[config.mk]
export PLATFORM = sky130hd
export DESIGN_NAME = mise_core
export DESIGN_NICKNAME = d
export VERILOG_FILES = /design/src/hw/mise_addr_former.v /design/src/hw/mise_core.v
export VERILOG_INCLUDE_DIRS = /design/src /design/src/hw
export SDC_FILE = /design/constraint.sdc
export NUM_CORES = 1
export LEC_CHECK = 0
export BUFFER_PORTS_ARGS = -buffer_cell sky130_fd_sc_hd__buf_2
export CORE_MARGIN = 2
export CORE_UTILIZATION = 50
export CTS_CLUSTER_SIZE = 40
export DETAILED_ROUTE_END_ITERATION = 8
export PLACE_DENSITY = 0.74
export SLEW_MARGIN = 20
export SYNTH_ARGS = -nofsm -noshare
export SYNTH_HDL_FRONTEND = slang
export SYNTH_SLANG_ARGS = --single-unit
export TNS_END_PERCENT = 5
[constraint.sdc]
create_clock -name CLK_SYS -period 4 [get_ports CLK_SYS]
set_input_delay 0.8 -clock CLK_SYS [delete_from_list [all_inputs] [get_ports CLK_SYS]]
set_output_delay 0.8 -clock CLK_SYS [all_outputs]
set_load 0.1 [all_outputs]
[src/hw/mise_map.vh]
// constants for the instruction subset executor: opcodes, phases, reset values
// assumes a 16-bit instruction word and a 12-bit data file address space
`ifndef MISE_MAP_VH
`define MISE_MAP_VH

// opcode match values, compared against the top bits of the instruction
`define MISE_OP_OR_LIT       8'h09
`define MISE_OP_SUB_LIT      8'h08
`define MISE_OP_OR_REG       6'h04
`define MISE_OP_SUB_REG      6'h17
`define MISE_OP_CLR_REG      7'h35
`define MISE_OP_REL_CALL     5'h1b
`define MISE_OP_WDT_CLEAR    16'h0004
`define MISE_OP_SOFT_RESET   16'h00ff

// instruction field positions
`define MISE_DEST_BIT        9
`define MISE_ACCESS_BIT      8

// four clock phases make one instruction cycle
`define MISE_Q1              2'h0
`define MISE_Q2              2'h1
`define MISE_Q3              2'h2
`define MISE_Q4              2'h3

// addressing
`define MISE_ACCESS_SPLIT    8'h80
`define MISE_ACCESS_HI_BANK  4'hf
`define MISE_INDEX_LIMIT     8'h5f

// reset values
`define MISE_RST_W           8'h00
`define MISE_RST_STATUS_TO   1'b1
`define MISE_RST_STATUS_PD   1'b1
`define MISE_RST_PC          21'h000000

`endif

[src/hw/mise_addr_former.v]
// file address former for byte-oriented register opcodes
// assumes bank select and index base are stable for the whole instruction cycle
`timescale 1ns/1ps
`default_nettype none
`include "mise_map.vh"

module mise_addr_former (
  input  wire [7:0]  f_operand,
  input  wire        access,
  input  wire [3:0]  bank_select_register,
  input  wire        ext_set_en,
  input  wire [11:0] index_base,
  output reg  [11:0] file_addr
);

  // access bit low picks the fixed access bank, or indexed offset in extended mode for operands up to 5Fh
  always @* begin
    if (access) begin
      file_addr = {bank_select_register, f_operand};
    end else if (ext_set_en && (f_operand <= `MISE_INDEX_LIMIT)) begin
      file_addr = index_base + {4'h0, f_operand};
    end else if (f_operand < `MISE_ACCESS_SPLIT) begin
      file_addr = {4'h0, f_operand};
    end else begin
      file_addr = {`MISE_ACCESS_HI_BANK, f_operand};
    end
  end

endmodule // mise_addr_former
`default_nettype wire

[src/hw/mise_core.v]
// instruction subset executor: or, subtract, relative call, clear, watchdog clear, soft reset
// assumes INSTR is valid for PROG_ADDR at phase Q1 and FILE_RDATA answers FILE_RE one clock later
// assumes the return stack, watchdog and file memory sit outside and act on the one-clock pulses
// all outputs are registered; pulses last one clock, levels hold until the next result
// a soft reset pulse restarts every register here except the two status bits
`timescale 1ns/1ps
`default_nettype none
`include "mise_map.vh"

// Operation
// - literal or: accumulator ORed with immediate into accumulator, only N and Z change.
// - register or: accumulator ORed with file register, N and Z change, one cycle.
// - register or: destination bit 0 writes accumulator, 1 writes file register.
// - access bit 0 selects the fixed access bank.
// - access bit 1 forms address from bank select register and operand.
// - extended mode, access 0, operand up to 5Fh uses indexed literal offset.
// - relative call pushes next address, jumps to next plus twice signed offset.
// - software reset acts as a master-clear reset of all affected state.
// - subtract from literal: immediate minus accumulator into accumulator, all five flags.
// - register subtract: file minus accumulator, destination 0 stores accumulator.
// - register subtract destination 1 writes file register, all five flags change.
// - register clear writes 00h to addressed register and sets zero flag.
// - watchdog clear zeroes counter and postscaler, sets timeout and sleep bits.
module mise_core #(
  parameter PC_W = 21
) (
  input  wire            CLK_SYS,
  input  wire            RST_N,
  input  wire [15:0]     INSTR,
  input  wire            INSTR_VALID,
  input  wire [3:0]      BANK_SELECT,
  input  wire            EXT_SET_EN,
  input  wire [11:0]     INDEX_BASE,
  input  wire [7:0]      FILE_RDATA,
  output reg  [PC_W-1:0] PROG_ADDR,
  output reg  [11:0]     FILE_ADDR,
  output reg             FILE_RE,
  output reg             FILE_WE,
  output reg  [7:0]      FILE_WDATA,
  output reg  [7:0]      W_REG,
  output reg             FLAG_N,
  output reg             FLAG_OV,
  output reg             FLAG_Z,
  output reg             FLAG_DC,
  output reg             FLAG_C,
  output reg             STATUS_TO,
  output reg             STATUS_PD,
  output reg             WDT_CLEAR,
  output reg             STACK_PUSH,
  output reg  [PC_W-1:0] STACK_DATA,
  output reg             SOFT_RESET,
  output reg             CYCLE_END
);

  // subtract a - b as a + ~b + 1; returns {c, dc, ov, result}
  function [10:0] sub_flags;
    input [7:0] a;
    input [7:0] b;
    reg   [8:0] full;
    reg   [4:0] low;
    begin
      full      = {1'b0, a} + {1'b0, ~b} + 9'h001;
      low       = {1'b0, a[3:0]} + {1'b0, ~b[3:0]} + 5'h01;
      sub_flags = {full[8], low[4], (a[7] != b[7]) && (full[7] != a[7]), full[7:0]};
    end
  endfunction

  // zero test used by the or and subtract result paths; clear sets the zero flag directly
  function is_zero;
    input [7:0] v;
    begin
      is_zero = (v == 8'h00);
    end
  endfunction

  // inclusive or of accumulator and operand, shared by both or opcodes
  function [7:0] or_result;
    input [7:0] a;
    input [7:0] b;
    begin
      or_result = a | b;
    end
  endfunction

  reg  [1:0]      phase;
  reg  [15:0]     ir;
  reg             idle;       // cycle carries no instruction
  reg             flush;      // next cycle discarded after a call
  reg  [7:0]      operand;
  reg  [10:0]     sub_res;
  wire [11:0]     formed_addr;

  // phase edges that do work; idle cycles still step through all four
  wire            at_q1      = (phase == `MISE_Q1);
  wire            at_q2_live = (phase == `MISE_Q2) && !idle;
  wire            at_q3      = (phase == `MISE_Q3);
  wire            at_q4      = (phase == `MISE_Q4);
  wire            at_q4_live = at_q4 && !idle;

  // decode of the latched instruction
  wire is_or_lit  = (ir[15:8] == `MISE_OP_OR_LIT);
  wire is_sub_lit = (ir[15:8] == `MISE_OP_SUB_LIT);
  wire is_or_reg  = (ir[15:10] == `MISE_OP_OR_REG);
  wire is_sub_reg = (ir[15:10] == `MISE_OP_SUB_REG);
  wire is_clr_reg = (ir[15:9] == `MISE_OP_CLR_REG);
  wire is_relative_call_opcode   = (ir[15:11] == `MISE_OP_REL_CALL);
  wire is_wdt_clr = (ir == `MISE_OP_WDT_CLEAR);
  wire is_sreset  = (ir == `MISE_OP_SOFT_RESET);
  wire uses_file  = is_or_reg | is_sub_reg | is_clr_reg;
  wire dest_file  = ir[`MISE_DEST_BIT];

  // call target: next address plus twice the sign-extended 11-bit offset
  wire [PC_W-1:0] next_pc    = PROG_ADDR + {{(PC_W-2){1'b0}}, 2'h2};
  wire [PC_W-1:0] rel_offset = {{(PC_W-12){ir[10]}}, ir[10:0], 1'b0};
  wire [PC_W-1:0] call_target = next_pc + rel_offset;

  mise_addr_former u_addr (
    .f_operand            (ir[7:0]),
    .access               (ir[`MISE_ACCESS_BIT]),
    .bank_select_register (BANK_SELECT),
    .ext_set_en           (EXT_SET_EN),
    .index_base           (INDEX_BASE),
    .file_addr            (formed_addr)
  );

  // phase counter and instruction latch; a soft reset restarts at Q1
  always @(posedge CLK_SYS or negedge RST_N) begin
    if (!RST_N) begin
      phase <= `MISE_Q1;
      ir    <= 16'h0000;
      idle  <= 1'b1;
      flush <= 1'b0;
    end else if (SOFT_RESET) begin
      phase <= `MISE_Q1;
      ir    <= 16'h0000;
      idle  <= 1'b1;
      flush <= 1'b0;
    end else begin
      phase <= phase + 2'h1;
      if (at_q1) begin
        // an idle second cycle follows each call while the target is fetched
        ir    <= INSTR;
        idle  <= flush | ~INSTR_VALID;
        flush <= 1'b0;
      end else if (at_q4_live && is_relative_call_opcode) begin
        flush <= 1'b1;
      end
    end
  end

  // Q2: present the file address and read strobe
  always @(posedge CLK_SYS or negedge RST_N) begin
    if (!RST_N) begin
      FILE_ADDR <= 12'h000;
      FILE_RE   <= 1'b0;
    end else if (SOFT_RESET) begin
      FILE_ADDR <= 12'h000;
      FILE_RE   <= 1'b0;
    end else begin
      FILE_RE <= 1'b0;
      // clear needs the address only, no read
      if (at_q2_live && uses_file) begin
        FILE_ADDR <= formed_addr;
        FILE_RE   <= ~is_clr_reg;
      end
    end
  end

  // Q3: capture operand and precompute the subtraction
  always @(posedge CLK_SYS or negedge RST_N) begin
    if (!RST_N) begin
      operand <= 8'h00;
      sub_res <= 11'h000;
    end else if (SOFT_RESET) begin
      operand <= 8'h00;
      sub_res <= 11'h000;
    end else if (at_q3) begin
      if (is_or_reg || is_sub_reg) begin
        operand <= FILE_RDATA;
        sub_res <= sub_flags(FILE_RDATA, W_REG);
      end else begin
        operand <= ir[7:0];
        sub_res <= sub_flags(ir[7:0], W_REG);
      end
    end
  end

  // Q4: accumulator, flags and file write-back
  always @(posedge CLK_SYS or negedge RST_N) begin
    if (!RST_N) begin
      W_REG      <= `MISE_RST_W;
      FLAG_N     <= 1'b0;
      FLAG_OV    <= 1'b0;
      FLAG_Z     <= 1'b0;
      FLAG_DC    <= 1'b0;
      FLAG_C     <= 1'b0;
      FILE_WE    <= 1'b0;
      FILE_WDATA <= 8'h00;
      CYCLE_END  <= 1'b0;
    end else if (SOFT_RESET) begin
      // software reset returns master-clear state
      W_REG      <= `MISE_RST_W;
      FLAG_N     <= 1'b0;
      FLAG_OV    <= 1'b0;
      FLAG_Z     <= 1'b0;
      FLAG_DC    <= 1'b0;
      FLAG_C     <= 1'b0;
      FILE_WE    <= 1'b0;
      FILE_WDATA <= 8'h00;
      CYCLE_END  <= 1'b0;
    end else begin
      // the write strobe lasts one clock; the cycle end follows each Q4 edge
      FILE_WE   <= 1'b0;
      CYCLE_END <= at_q4;
      // results land only at the Q4 edge of a live cycle
      if (at_q4_live) begin
        if (is_or_lit) begin
          W_REG  <= or_result(W_REG, operand);
          FLAG_N <= W_REG[7] | operand[7];
          FLAG_Z <= is_zero(or_result(W_REG, operand));
        end else if (is_or_reg) begin
          if (dest_file) begin
            FILE_WE    <= 1'b1;
            FILE_WDATA <= or_result(W_REG, operand);
          end else begin
            W_REG <= or_result(W_REG, operand);
          end
          FLAG_N <= W_REG[7] | operand[7];
          FLAG_Z <= is_zero(or_result(W_REG, operand));
        end else if (is_sub_lit || is_sub_reg) begin
          if (is_sub_reg && dest_file) begin
            FILE_WE    <= 1'b1;
            FILE_WDATA <= sub_res[7:0];
          end else begin
            W_REG <= sub_res[7:0];
          end
          FLAG_C  <= sub_res[10];
          FLAG_DC <= sub_res[9];
          FLAG_OV <= sub_res[8];
          FLAG_N  <= sub_res[7];
          FLAG_Z  <= is_zero(sub_res[7:0]);
        end else if (is_clr_reg) begin
          FILE_WE    <= 1'b1;
          FILE_WDATA <= 8'h00;
          FLAG_Z     <= 1'b1;
        end
      end
    end
  end

  // Q4: program counter and return stack push
  always @(posedge CLK_SYS or negedge RST_N) begin
    if (!RST_N) begin
      PROG_ADDR  <= `MISE_RST_PC;
      STACK_PUSH <= 1'b0;
      STACK_DATA <= {PC_W{1'b0}};
    end else if (SOFT_RESET) begin
      PROG_ADDR  <= `MISE_RST_PC;
      STACK_PUSH <= 1'b0;
      STACK_DATA <= {PC_W{1'b0}};
    end else begin
      STACK_PUSH <= 1'b0;
      if (at_q4_live) begin
        if (is_relative_call_opcode) begin
          STACK_PUSH <= 1'b1;
          STACK_DATA <= next_pc;
          PROG_ADDR  <= call_target;
        end else begin
          PROG_ADDR <= next_pc; // every other opcode, unknown ones too, steps by two
        end
      end
    end
  end

  // one-clock requests to the watchdog and to the reset logic of the chip
  always @(posedge CLK_SYS or negedge RST_N) begin
    if (!RST_N) begin
      WDT_CLEAR  <= 1'b0;
      SOFT_RESET <= 1'b0;
    end else if (SOFT_RESET) begin
      WDT_CLEAR  <= 1'b0;
      SOFT_RESET <= 1'b0;
    end else begin
      WDT_CLEAR  <= at_q4_live && is_wdt_clr;
      SOFT_RESET <= at_q4_live && is_sreset;
    end
  end

  // status bits set by watchdog clear; master-clear leaves them alone
  always @(posedge CLK_SYS or negedge RST_N) begin
    if (!RST_N) begin
      STATUS_TO <= `MISE_RST_STATUS_TO;
      STATUS_PD <= `MISE_RST_STATUS_PD;
    end else if ((phase == `MISE_Q4) && !idle && is_wdt_clr && !SOFT_RESET) begin
      STATUS_TO <= 1'b1;
      STATUS_PD <= 1'b1;
    end
  end

endmodule // mise_core
`default_nettype wire

# Yosys cells after proc, flatten, opt, wreduce, memory -nomap -nowiden
# Index checks and enable logic that the tools add are counted.
# W data, S select, Z words.
dict set report op_classes {
  addsub 12
  n_eq_ne 21
  n_mux 82
  n_lt_le_gt_ge 2
  reduce_logical 32
  bitwise 9
}
# operator count
set ops {}
lappend ops {{$mux W8} 18}
lappend ops {{$mux W21} 6}
lappend ops {{$mux W12} 5}
lappend ops {{$mux W1} 47}
lappend ops {{$mux W11} 3}
lappend ops {{$mux W16} 2}
lappend ops {{$add A21 B2 Y21 const B} 1}
lappend ops {{$add A21 B21 Y21} 1}
lappend ops {{$add A8 B8 Y9} 2}
lappend ops {{$add A9 B1 Y9 const B} 2}
lappend ops {{$eq A16 B3 Y1 const B} 1}
lappend ops {{$eq A16 B8 Y1 const B} 1}
lappend ops {{$eq A8 B4 Y1 const B} 2}
lappend ops {{$logic_not A8 Y1} 2}
lappend ops {{$add A12 B8 Y12} 1}
lappend ops {{$reduce_bool A2 Y1} 6}
lappend ops {{$add A4 B4 Y5} 2}
lappend ops {{$add A5 B1 Y5 const B} 2}
lappend ops {{$logic_and A1 B1 Y1} 10}
lappend ops {{$le A8 B7 Y1 const B} 1}
lappend ops {{$lt A8 B8 Y1 const B} 1}
lappend ops {{$ne A4 B4 Y1 const B} 2}
lappend ops {{$not A8 Y8} 1}
lappend ops {{$or A8 B8 Y8} 1}
lappend ops {{24 further kinds} 38}
dict set report word_totals {
  register_bits 120
  out_inout_bits 83
  inputBits 44
  word_cells 180
}

# Depth between registers and ports, before layout
# Gate-level depths: netlist of run 1.
dict set report depth {
  depth_word 8
  mapped_depth 15
  depth_no_buf 13
}

# By module
# From an unflattened synthesis of run 1, not the netlist that was laid out.
dict set report hier_totals {
  hier_cells 979
  area_unflattened_um2 8294.2
}
# mod area_each_um2 instances cells_per_inst seq_area_each_um2
set modules_own_cells {}
lappend modules_own_cells {mise_core 7672.4 1 888 2979.1}
lappend modules_own_cells {mise_addr_former 621.8 1 91 0.0}

# Least setup slack after synthesis of run 1
# Ideal clock, no wire load.
dict set report synth_path {
  path_kind {flip-flop to flip-flop}
  from {reg PROG_ADDR[2]}
  to {reg PROG_ADDR[20]}
  arrival_ns 3.974
  setup_slack_ns -0.043
  path_stages_with_launch 16
  n_path_buf 2
  required_ns 3.931
  period_less_slack_ns 4.043
  setup_ns 0.069
  path_cell_list {dfrtp_1 ha_1 clkbuf_1 nand2_1 nor4_4 nand2_1 xnor2_1 ha_1 buf_6 a21o_1 a21oi_2 o21ai_1 or3_1 mux2_2 a211o_1 nand3_1}
}
dict set report synth_between {
  elab_chain_len 5
}
# item line_no
set synth_rtl {}
lappend synth_rtl {{from (decl)} mise_core.v:35} ;# output reg [PC_W-1:0] PROG_ADDR,
lappend synth_rtl {{from (signal assigned)} mise_core.v:254} ;# PROG_ADDR <= `MISE_RST_PC;
lappend synth_rtl {{from (signal assigned)} mise_core.v:258} ;# PROG_ADDR <= `MISE_RST_PC;
lappend synth_rtl {{from (signal assigned)} mise_core.v:267} ;# PROG_ADDR <= call_target;
lappend synth_rtl {{$add A21 B2 Y21 (*)} mise_core.v:113} ;# wire [PC_W-1:0] next_pc = PROG_ADDR + {{(PC_W-2){1'b0}}, 2'h2};
lappend synth_rtl {{$add A21 B21 Y21} mise_core.v:115} ;# wire [PC_W-1:0] call_target = next_pc + rel_offset;
lappend synth_rtl {{$mux W21 (*)} mise_core.v:264} ;# if (is_relative_call_opcode) begin
lappend synth_rtl {{$mux W21 (*)} mise_core.v:263} ;# if (at_q4_live) begin
lappend synth_rtl {{$mux W21 (*)} mise_core.v:257} ;# end else if (SOFT_RESET) begin
# Every way passes the cells marked *; elsewhere a longest branch is shown, timed or not. The select of a mux whose other input is x is not followed.
# A chain may end at the register's enable or synchronous reset.

# Final worst setup path of run 1
dict set report layout_path {
  from {reg PROG_ADDR[1]}
  to {reg PROG_ADDR[20]}
}
# The elaborated chain is that of the path after synthesis.

==> impl_metrics.csv, run 1 <==
group,metric,value,unit
outcome,status,"finished clean",
global_routing,grt_pass1_vias,6879,
pwr,power_density,527,nW/um^2
synthesis,syn_area,8120,sq um
layout,fill_cells,1467,
global_routing,antenna_found_initial,0,
synthesis,ys_types,74,
sta,rsz0062_at_grt,"false",
sta,fmax,270,MHz
layout,diodes,0,
floorplan,die-area,17300,sq um
synthesis,synthTopCellsByArea,"dfrtp_1, ha_1, nor2_1",
routing,first_pass_iters,5,
routing,routed_wl,21.8,mm
synthesis,yosys.area_share.simple,20.0,%
pwr,p_leak,4.37,nW
synthesis,yosysTopAreaCellShare,36.4,%
layout,drive_gt1_share,18.6,%
routing,drc,0,
synthesis,syn_inst,943,
floorplan,initial_core_util,51.1,%
critical_path,crit_arrival,4.06,ns
global_routing,overflow,0,
pwr,max-vdd-ir-drop,0.000308,V
synthesis,async_reset_ff_share,100,%
critical_path,worst_r2r_endpoint,"PROG_ADDR[20]$_DFFE_PN0N_",
critical_path,crit_cells,13,
synthesis,yosysTopAreaCell,"dfrtp_1",
cts,cts_buffers,17,
cts,clk_pin_slew,0.06,ns
critical_path,start_kind,"flop",
floorplan,die_y,131,um
floorplan,core_area,15900,sq um
floorplan,die_x,131,um
synthesis,syn_avg_cell_area,8.61,sq um
placement,postPlaceCellArea,8860,sq um
job,maxCapViolCount,0,
sta,hold_violations,0,
cts,clkLatencyLatePin,0.43,ns
cts,postCtsSetupBuffers,0,
layout,design_area,9470,sq um
synthesis,ys_ff_latch,119,
routing,antenna_left,0,
cts,cts_buffer_depth,2,
synthesis,synth_top_family_by_area,"compound AO/OA/AOI/OAI gates",
sta,finClkSkew,0.00726,ns
floorplan,io_pins,127,
layout,multi_input_area,4750,sq um
synthesis,synth_warnings,0,
sta,tns,0,ns
placement,dpl.hpwl,15.5,mm
routing,drt_iter0_drc,663,
synthesis,synth.area.mux_share,3.48,%
cts,cts_sinks,119,
critical_path,critical-path-max-stage-delay,0.48,ns
placement,gp_congestion,0.860,
global_routing,grt_max_degree,77,
synthesis,synth_fa_ha_area_share,8.69,%
pwr,power.total,4.99,mW
routing,vias_per_cell,5.75,
critical_path,worstPathCellList,"ha_1 > nand2_1 > nor4_4 > nand3_1 > xnor2_1 > ha_1 > a21oi_1 > o21a_1 > o21ai_1 > or3_1 > mux2_2 > a211o_1 > nand3_1",
layout,ff_latch_area,2980,sq um
sta,fin_crit_sh,92.5,%
synthesis,yosysSeqAreaShare,36.7,%
cts,cts_tree,"built",
routing,num_vias,7316,
layout,final_cell_mix,"nor2_1, buf_2, dfrtp_1, nand2_1, a21oi_1",
critical_path,path_buf_inv,0,
synthesis,synth_edf_count,0,
floorplan,row_count,46,
synthesis,synth_xor_area_share,5.59,%
synthesis,synth_compound_area_share,20.6,%
sta,finalSetupViolations,0,
hold_path,hold_class,"input pin to async pin",
critical_path,cpMaxStageDelayCell,"dfrtp_1",
layout,final_nets,1142,
cts,cts-resized-gates,0,
global_routing,globalRouteTotalUtil,25.6,%
sta,tightestPinTransition,0.878,ns
sta,relSlewSlack,41.4,%
cts,cts_root_buf,"clkbuf_16",
critical_path,cp_top_family,"simple AND/OR/NAND/NOR gates",
cts,hold_buffers,0,
cts,cts_max_level,4,
layout,area_growth,16.6,%
sta,finalCriticalPeriod,3.70,ns
critical_path,r2r_setup_slack,0.30,ns
critical_path,worst-r2r-cell-count,13,
critical_path,critPathMaxFanout,10,
sta,finalMaxSlewViolations,0,
critical_path,r2r_start,"PROG_ADDR[1]$_DFFE_PN0N_",
critical_path,endpoint_kind,"flop",
synthesis,synth-main-ff-cell,"dfrtp_1",
placement,io_buffers,123,
critical_path,cp_data_required_time,4.36,ns
routing,avgRoutedWirePerCell,17.1,um
critical_path,crit_type,"flop to flop",
global_routing,grt_pass1_wl,35.5,mm
## logic make-up after synthesis
| group | count (synthesis) |
|---|---|
| compound gates | 254 |
| xor+xnor | 51 |
| fa+ha+maj | 54 |
| buf+inv | 90 |
| flops | 119 |
| mux | 28 |
| other cells | 2 |
| simple gates | 345 |
## layer usage
| layer | track usage, % | share of wire, % | wire length (um) | up-vias |
|---|---|---|---|---|
| met2 | 39.8 | 45 | 9770 | 233 |
| met3 | 5.98 | 6.1 | 1340 | 34 |
| met5 | 0 | 0 | 0 | - |
| li1 | - | - | - | 3571 |
| met4 | 8.09 | 1.8 | 397 | 0 |
| met1 | 35.5 | 47 | 10300 | 3478 |
## power by group
part	total, mW	internal, mW	leakage, nW	switching [mW]
combinational	1.92	0.548	2.61	1.37
sequential	1.51	1.34	1.47	0.168
clock	1.57	1.01	0.287	0.560
## layout make-up
class / count / area share (%)
inverters: 35 / 1.39
well taps: 216 / 2.85
clock buffers: 23 / 4.94
repair buffers: 136 / 7.82
multi-input cells: 735 / 50.2
clock inverters: 9 / 1.32
flip-flops and latches: 119 / 31.5
## synthesized netlist by cell type (4+ instances only)
| library cell | count |
|---|---|
| nand2_1 | 106 |
| ha_1 | 50 |
| a21o_1 | 13 |
| buf_4 | 4 |
| nor2_1 | 122 |
| nand4_1 | 11 |
| o21a_1 | 16 |
| nor4_1 | 4 |
| o21ai_0 | 44 |
| mux2i_1 | 26 |
| nor3_1 | 20 |
| dfrtp_1 | 118 |
| o22ai_1 | 7 |
| a31oi_1 | 7 |
| clkbuf_1 | 31 |
| fa_1 | 4 |
| nor2b_1 | 15 |
| a311oi_1 | 11 |
| inv_1 | 35 |
| and4_1 | 4 |
| o211ai_1 | 5 |
| buf_6 | 4 |
| xor2_1 | 23 |
| a211oi_1 | 13 |
| a21oi_1 | 76 |
| xnor2_1 | 27 |
| o22a_1 | 7 |
| o31ai_1 | 12 |
| nand2b_1 | 5 |
| nand3_1 | 19 |
| buf_1 | 4 |
| and3_1 | 13 |
| buf_2 | 12 |
| o41ai_1 | 7 |
## how the worst max path moves through the flow
stage	slack (ns)	startpoint	endpoint
after floorplan	0.03	PROG_ADDR[1]$_DFFE_PN0N_	PROG_ADDR[20]$_DFFE_PN0N_
after global placement	0.52	PROG_ADDR[1]$_DFFE_PN0N_	PROG_ADDR[20]$_DFFE_PN0N_
after detailed placement	0.37	PROG_ADDR[1]$_DFFE_PN0N_	PROG_ADDR[20]$_DFFE_PN0N_
after CTS	0.36	PROG_ADDR[1]$_DFFE_PN0N_	PROG_ADDR[20]$_DFFE_PN0N_
after global routing	0.02	PROG_ADDR[1]$_DFFE_PN0N_	PROG_ADDR[20]$_DFFE_PN0N_
final	0.30	PROG_ADDR[1]$_DFFE_PN0N_	PROG_ADDR[20]$_DFFE_PN0N_
## registers in the layout, indices dropped and copies added, names as in the netlist, 2 cells and up
name and cells:
STACK_DATA 21, PROG_ADDR 20, ir 16, FILE_ADDR 12, sub_res 11, FILE_WDATA 8
W_REG 8, operand 8, phase 2
## worst register-to-register path: stages (launching register included)
cell and delay, ns:
dfrtp_1 0.48, ha_1 0.35, nand2_1 0.16, nor4_4 0.38, nand3_1 0.16, xnor2_1 0.30, ha_1 0.36, a21oi_1 0.20
o21a_1 0.18, o21ai_1 0.10, or3_1 0.31, mux2_2 0.28, a211o_1 0.29, nand3_1 0.08
## metrics by stage
stage | setup slack, ns | hold slack, ns | instances | util (%)
floorplan | 0.0319 | 0.450 | 944 | -
global placement | 0.524 | 0.455 | 1240 | 55.8
detailed placement | 0.373 | 0.458 | 1240 | 55.8
CTS | 0.361 | 0.473 | 1272 | 59.5
global route | 0.0176 | 0.421 | 1273 | 59.6
finish | 0.302 | 0.370 | 1273 | 59.6
No activity file was read; power rests on OpenSTA's default activity.
==> inputs of run 2 (changes only) <==
--- a/config.mk
+++ b/config.mk
@@ -6,12 +6,13 @@
 export SDC_FILE = /design/constraint.sdc
 export NUM_CORES = 1
 export LEC_CHECK = 0
-export BUFFER_PORTS_ARGS = -buffer_cell sky130_fd_sc_hd__buf_2
+export ABC_CLOCK_PERIOD_IN_PS = 4000
 export CORE_MARGIN = 2
 export CORE_UTILIZATION = 50
 export CTS_CLUSTER_SIZE = 40
 export DETAILED_ROUTE_END_ITERATION = 8
-export PLACE_DENSITY = 0.74
+export DONT_BUFFER_PORTS = 1
+export PLACE_DENSITY = 0.67
 export SLEW_MARGIN = 20
 export SYNTH_ARGS = -nofsm -noshare
 export SYNTH_HDL_FRONTEND = slang
==> run 2 against run 1 <==
Effect of this change:
- non-clock buffer count shrank 99
- sequential share of layout area rose by 1.3 points
- die area is the same
- cell count fell by 7.8%
- setup slack worse by 0.0012 ns
- sequential power rose by 18%
- utilization down 2.3 points
- sequential cell count stayed put
- clock skew increased by 0.0015 ns
- first-iteration DRC count is 19% lower
- clock power is 15% higher
- wire length grew 0.31%
==> impl_metrics.csv, run 2 (synthesis gave the netlist of run 1 again) <==
group,metric,value,unit
outcome,status,"finished clean",
critical_path,cp-endpoint,"PROG_ADDR[20]$_DFFE_PN0N_",
hold_path,hold_class,"input pin to async pin",
critical_path,worst_r2r_endpoint,"PROG_ADDR[20]$_DFFE_PN0N_",
sta,finClkSkew,0.00872,ns
floorplan,die_x,131,um
routing,antenna_left,0,
global_routing,grt_pass1_wl,35.0,mm
sta,finalCriticalPeriod,3.70,ns
sta,relSlewSlack,28.1,%
cts,cts_sinks,119,
pwr,combPwrFrac,30.6,%
pwr,swShare,40.4,%
critical_path,cp_data_required_time,4.36,ns
sta,rsz0062_at_grt,"false",
cts,cts_buffer_depth,2,
cts,cts_tree,"built",
routing,first_pass_iters,5,
floorplan,core_area,15900,sq um
cts,postCtsSetupBuffers,0,
layout,design_area,9110,sq um
placement,postPlaceCellArea,8420,sq um
critical_path,start_kind,"flop",
routing,num_vias,6861,
pwr,clkPwrFrac,34.9,%
cts,cts_max_level,4,
routing,drt_iter0_drc,540,
cts,cts_buffers,17,
critical_path,crit_type,"flop to flop",
placement,gp_congestion,0.895,
pwr,max-vdd-ir-drop,0.000342,V
sta,fmax,270,MHz
layout,final_cell_count_no_fill,1174,
job,maxCapViolCount,0,
routing,routed_wl,21.8,mm
global_routing,antenna_found_initial,0,
routing,avgRoutedWirePerCell,18.6,um
global_routing,grt_max_degree,120,
placement,dp.cells,1142,
layout,largest_reg_flops,21,
floorplan,io_pins,127,
critical_path,crit_arrival,4.06,ns
cts,clk_pin_slew,0.06,ns
pwr,power.total,5.17,mW
sta,hold_violations,0,
layout,final_common_cell,"nor2_1",
cts,hold_buffers,0,
layout,final_nets,1043,
layout,utilization,57.3,%
floorplan,row_count,46,
floorplan,initial_core_util,51.1,%
critical_path,r2r_setup_slack,0.30,ns
layout,diodes,0,
critical_path,worst-r2r-cell-count,13,
placement,dp_slack,0.391,ns
pwr,switchingPower,2.09,mW
sta,tns,0,ns
layout,area_growth,12.1,%
cts,cts_root_buf,"clkbuf_16",
sta,finalMaxSlewViolations,0,
critical_path,endpoint_kind,"flop",
layout,reg_top3,"STACK_DATA: 21 flops, PROG_ADDR: 20 flops, ir: 16 flops",
floorplan,die_y,131,um
layout,top_register,"STACK_DATA",
layout,multi_input_area,4750,sq um
critical_path,r2r_start,"PROG_ADDR[1]$_DFFE_PN0N_",
layout,ff_latch_area,2980,sq um
global_routing,globalRouteTotalUtil,25.4,%
routing,vias_per_cell,5.84,
layout,final_cell_mix,"nor2_1, dfrtp_1, nand2_1, a21oi_1, ha_1",
sta,tightestPinTransition,1.08,ns
cts,cts-resized-gates,0,
layout,fill_cells,1462,
placement,io_buffers,0,
placement,dpl.hpwl,15.2,mm
sta,fin_crit_sh,92.5,%
critical_path,critPathMaxFanout,9,
global_routing,overflow,0,
critical_path,critical_path.startpoint,"PROG_ADDR[1]$_DFFE_PN0N_",
pwr,power_density,568,nW/um^2
pwr,p_int,3.08,mW
pwr,seq_power_share,34.5,%
pwr,p_leak,3.97,nW
sta,finalSetupViolations,0,
sta,whs,0.0616,ns
sta,finalWorstSetupSlack,0.301,ns
layout,drive_gt1_share,10.5,%
floorplan,die-area,17300,sq um
routing,drc,0,
global_routing,grt_pass1_vias,6485,
cts,clkLatencyLatePin,0.43,ns
run 2: cell count changes in the layout (fill, tap and decap cells not counted), sizes merged:
cell	before	now
clkinvlp	2	1
bufinv	3	6
clkbuf	23	21
buf	136	37
run 2: layout make-up:
cell class,count,area share (%)
multi-input combinational,735,52.2
clock buffer,21,5.17
timing repair buffer,37,3.05
sequential,119,32.8
inverter,35,1.44
tap,216,2.97
clock inverter,11,2.40
run 2: how the worst min path moves through the flow:
stage / to / slack, ns / cells after the start
after floorplan: phase[0]$_DFF_PN0_ / 0.45 / 1
after global placement: phase[0]$_DFF_PN0_ / 0.48 / 1
after detailed placement: phase[0]$_DFF_PN0_ / 0.48 / 1
after CTS: sub_res[1]$_DFFE_PN0P_ / 0.06 / 0
after global routing: FILE_WDATA[7]$_DFFE_PN0P_ / 0.06 / 0
final: operand[4]$_DFFE_PN0P_ / 0.06 / 0
run 2: power by group through the flow:
stage          Combinational (mW)  Clock (mW)  Sequential [mW]
4_1_cts                      1.58        1.82             1.78
6_report                     1.58        1.80             1.78
2_1_floorplan               0.912           0             2.13
3_5_place_dp                 1.57           0             1.80
3_3_place_gp                 1.55           0             1.80
5_1_grt                      1.73        1.87             1.80
run 2: layer usage:
| layer | global-route usage (%) | vias up | wire length, um |
|---|---|---|---|
| met2 | 39.0 | 220 | 9800 |
| met3 | 6.94 | 18 | 1580 |
| met4 | 7.00 | 0 | 218 |
| met5 | 0 | - | 0 |
| met1 | 35.5 | 3269 | 10200 |
| li1 | - | 3354 | - |
run 2: worst max-delay path, stage by stage, from the launching register on:
cell	delay (ns)
dfrtp_1	0.47
ha_1	0.37
nand2_1	0.18
nor4_4	0.38
nand2_1	0.18
xnor2_1	0.26
ha_1	0.37
a21o_1	0.21
a21oi_2	0.15
o21ai_1	0.09
or3_1	0.31
mux2_2	0.29
a211o_1	0.29
nand3_1	0.08
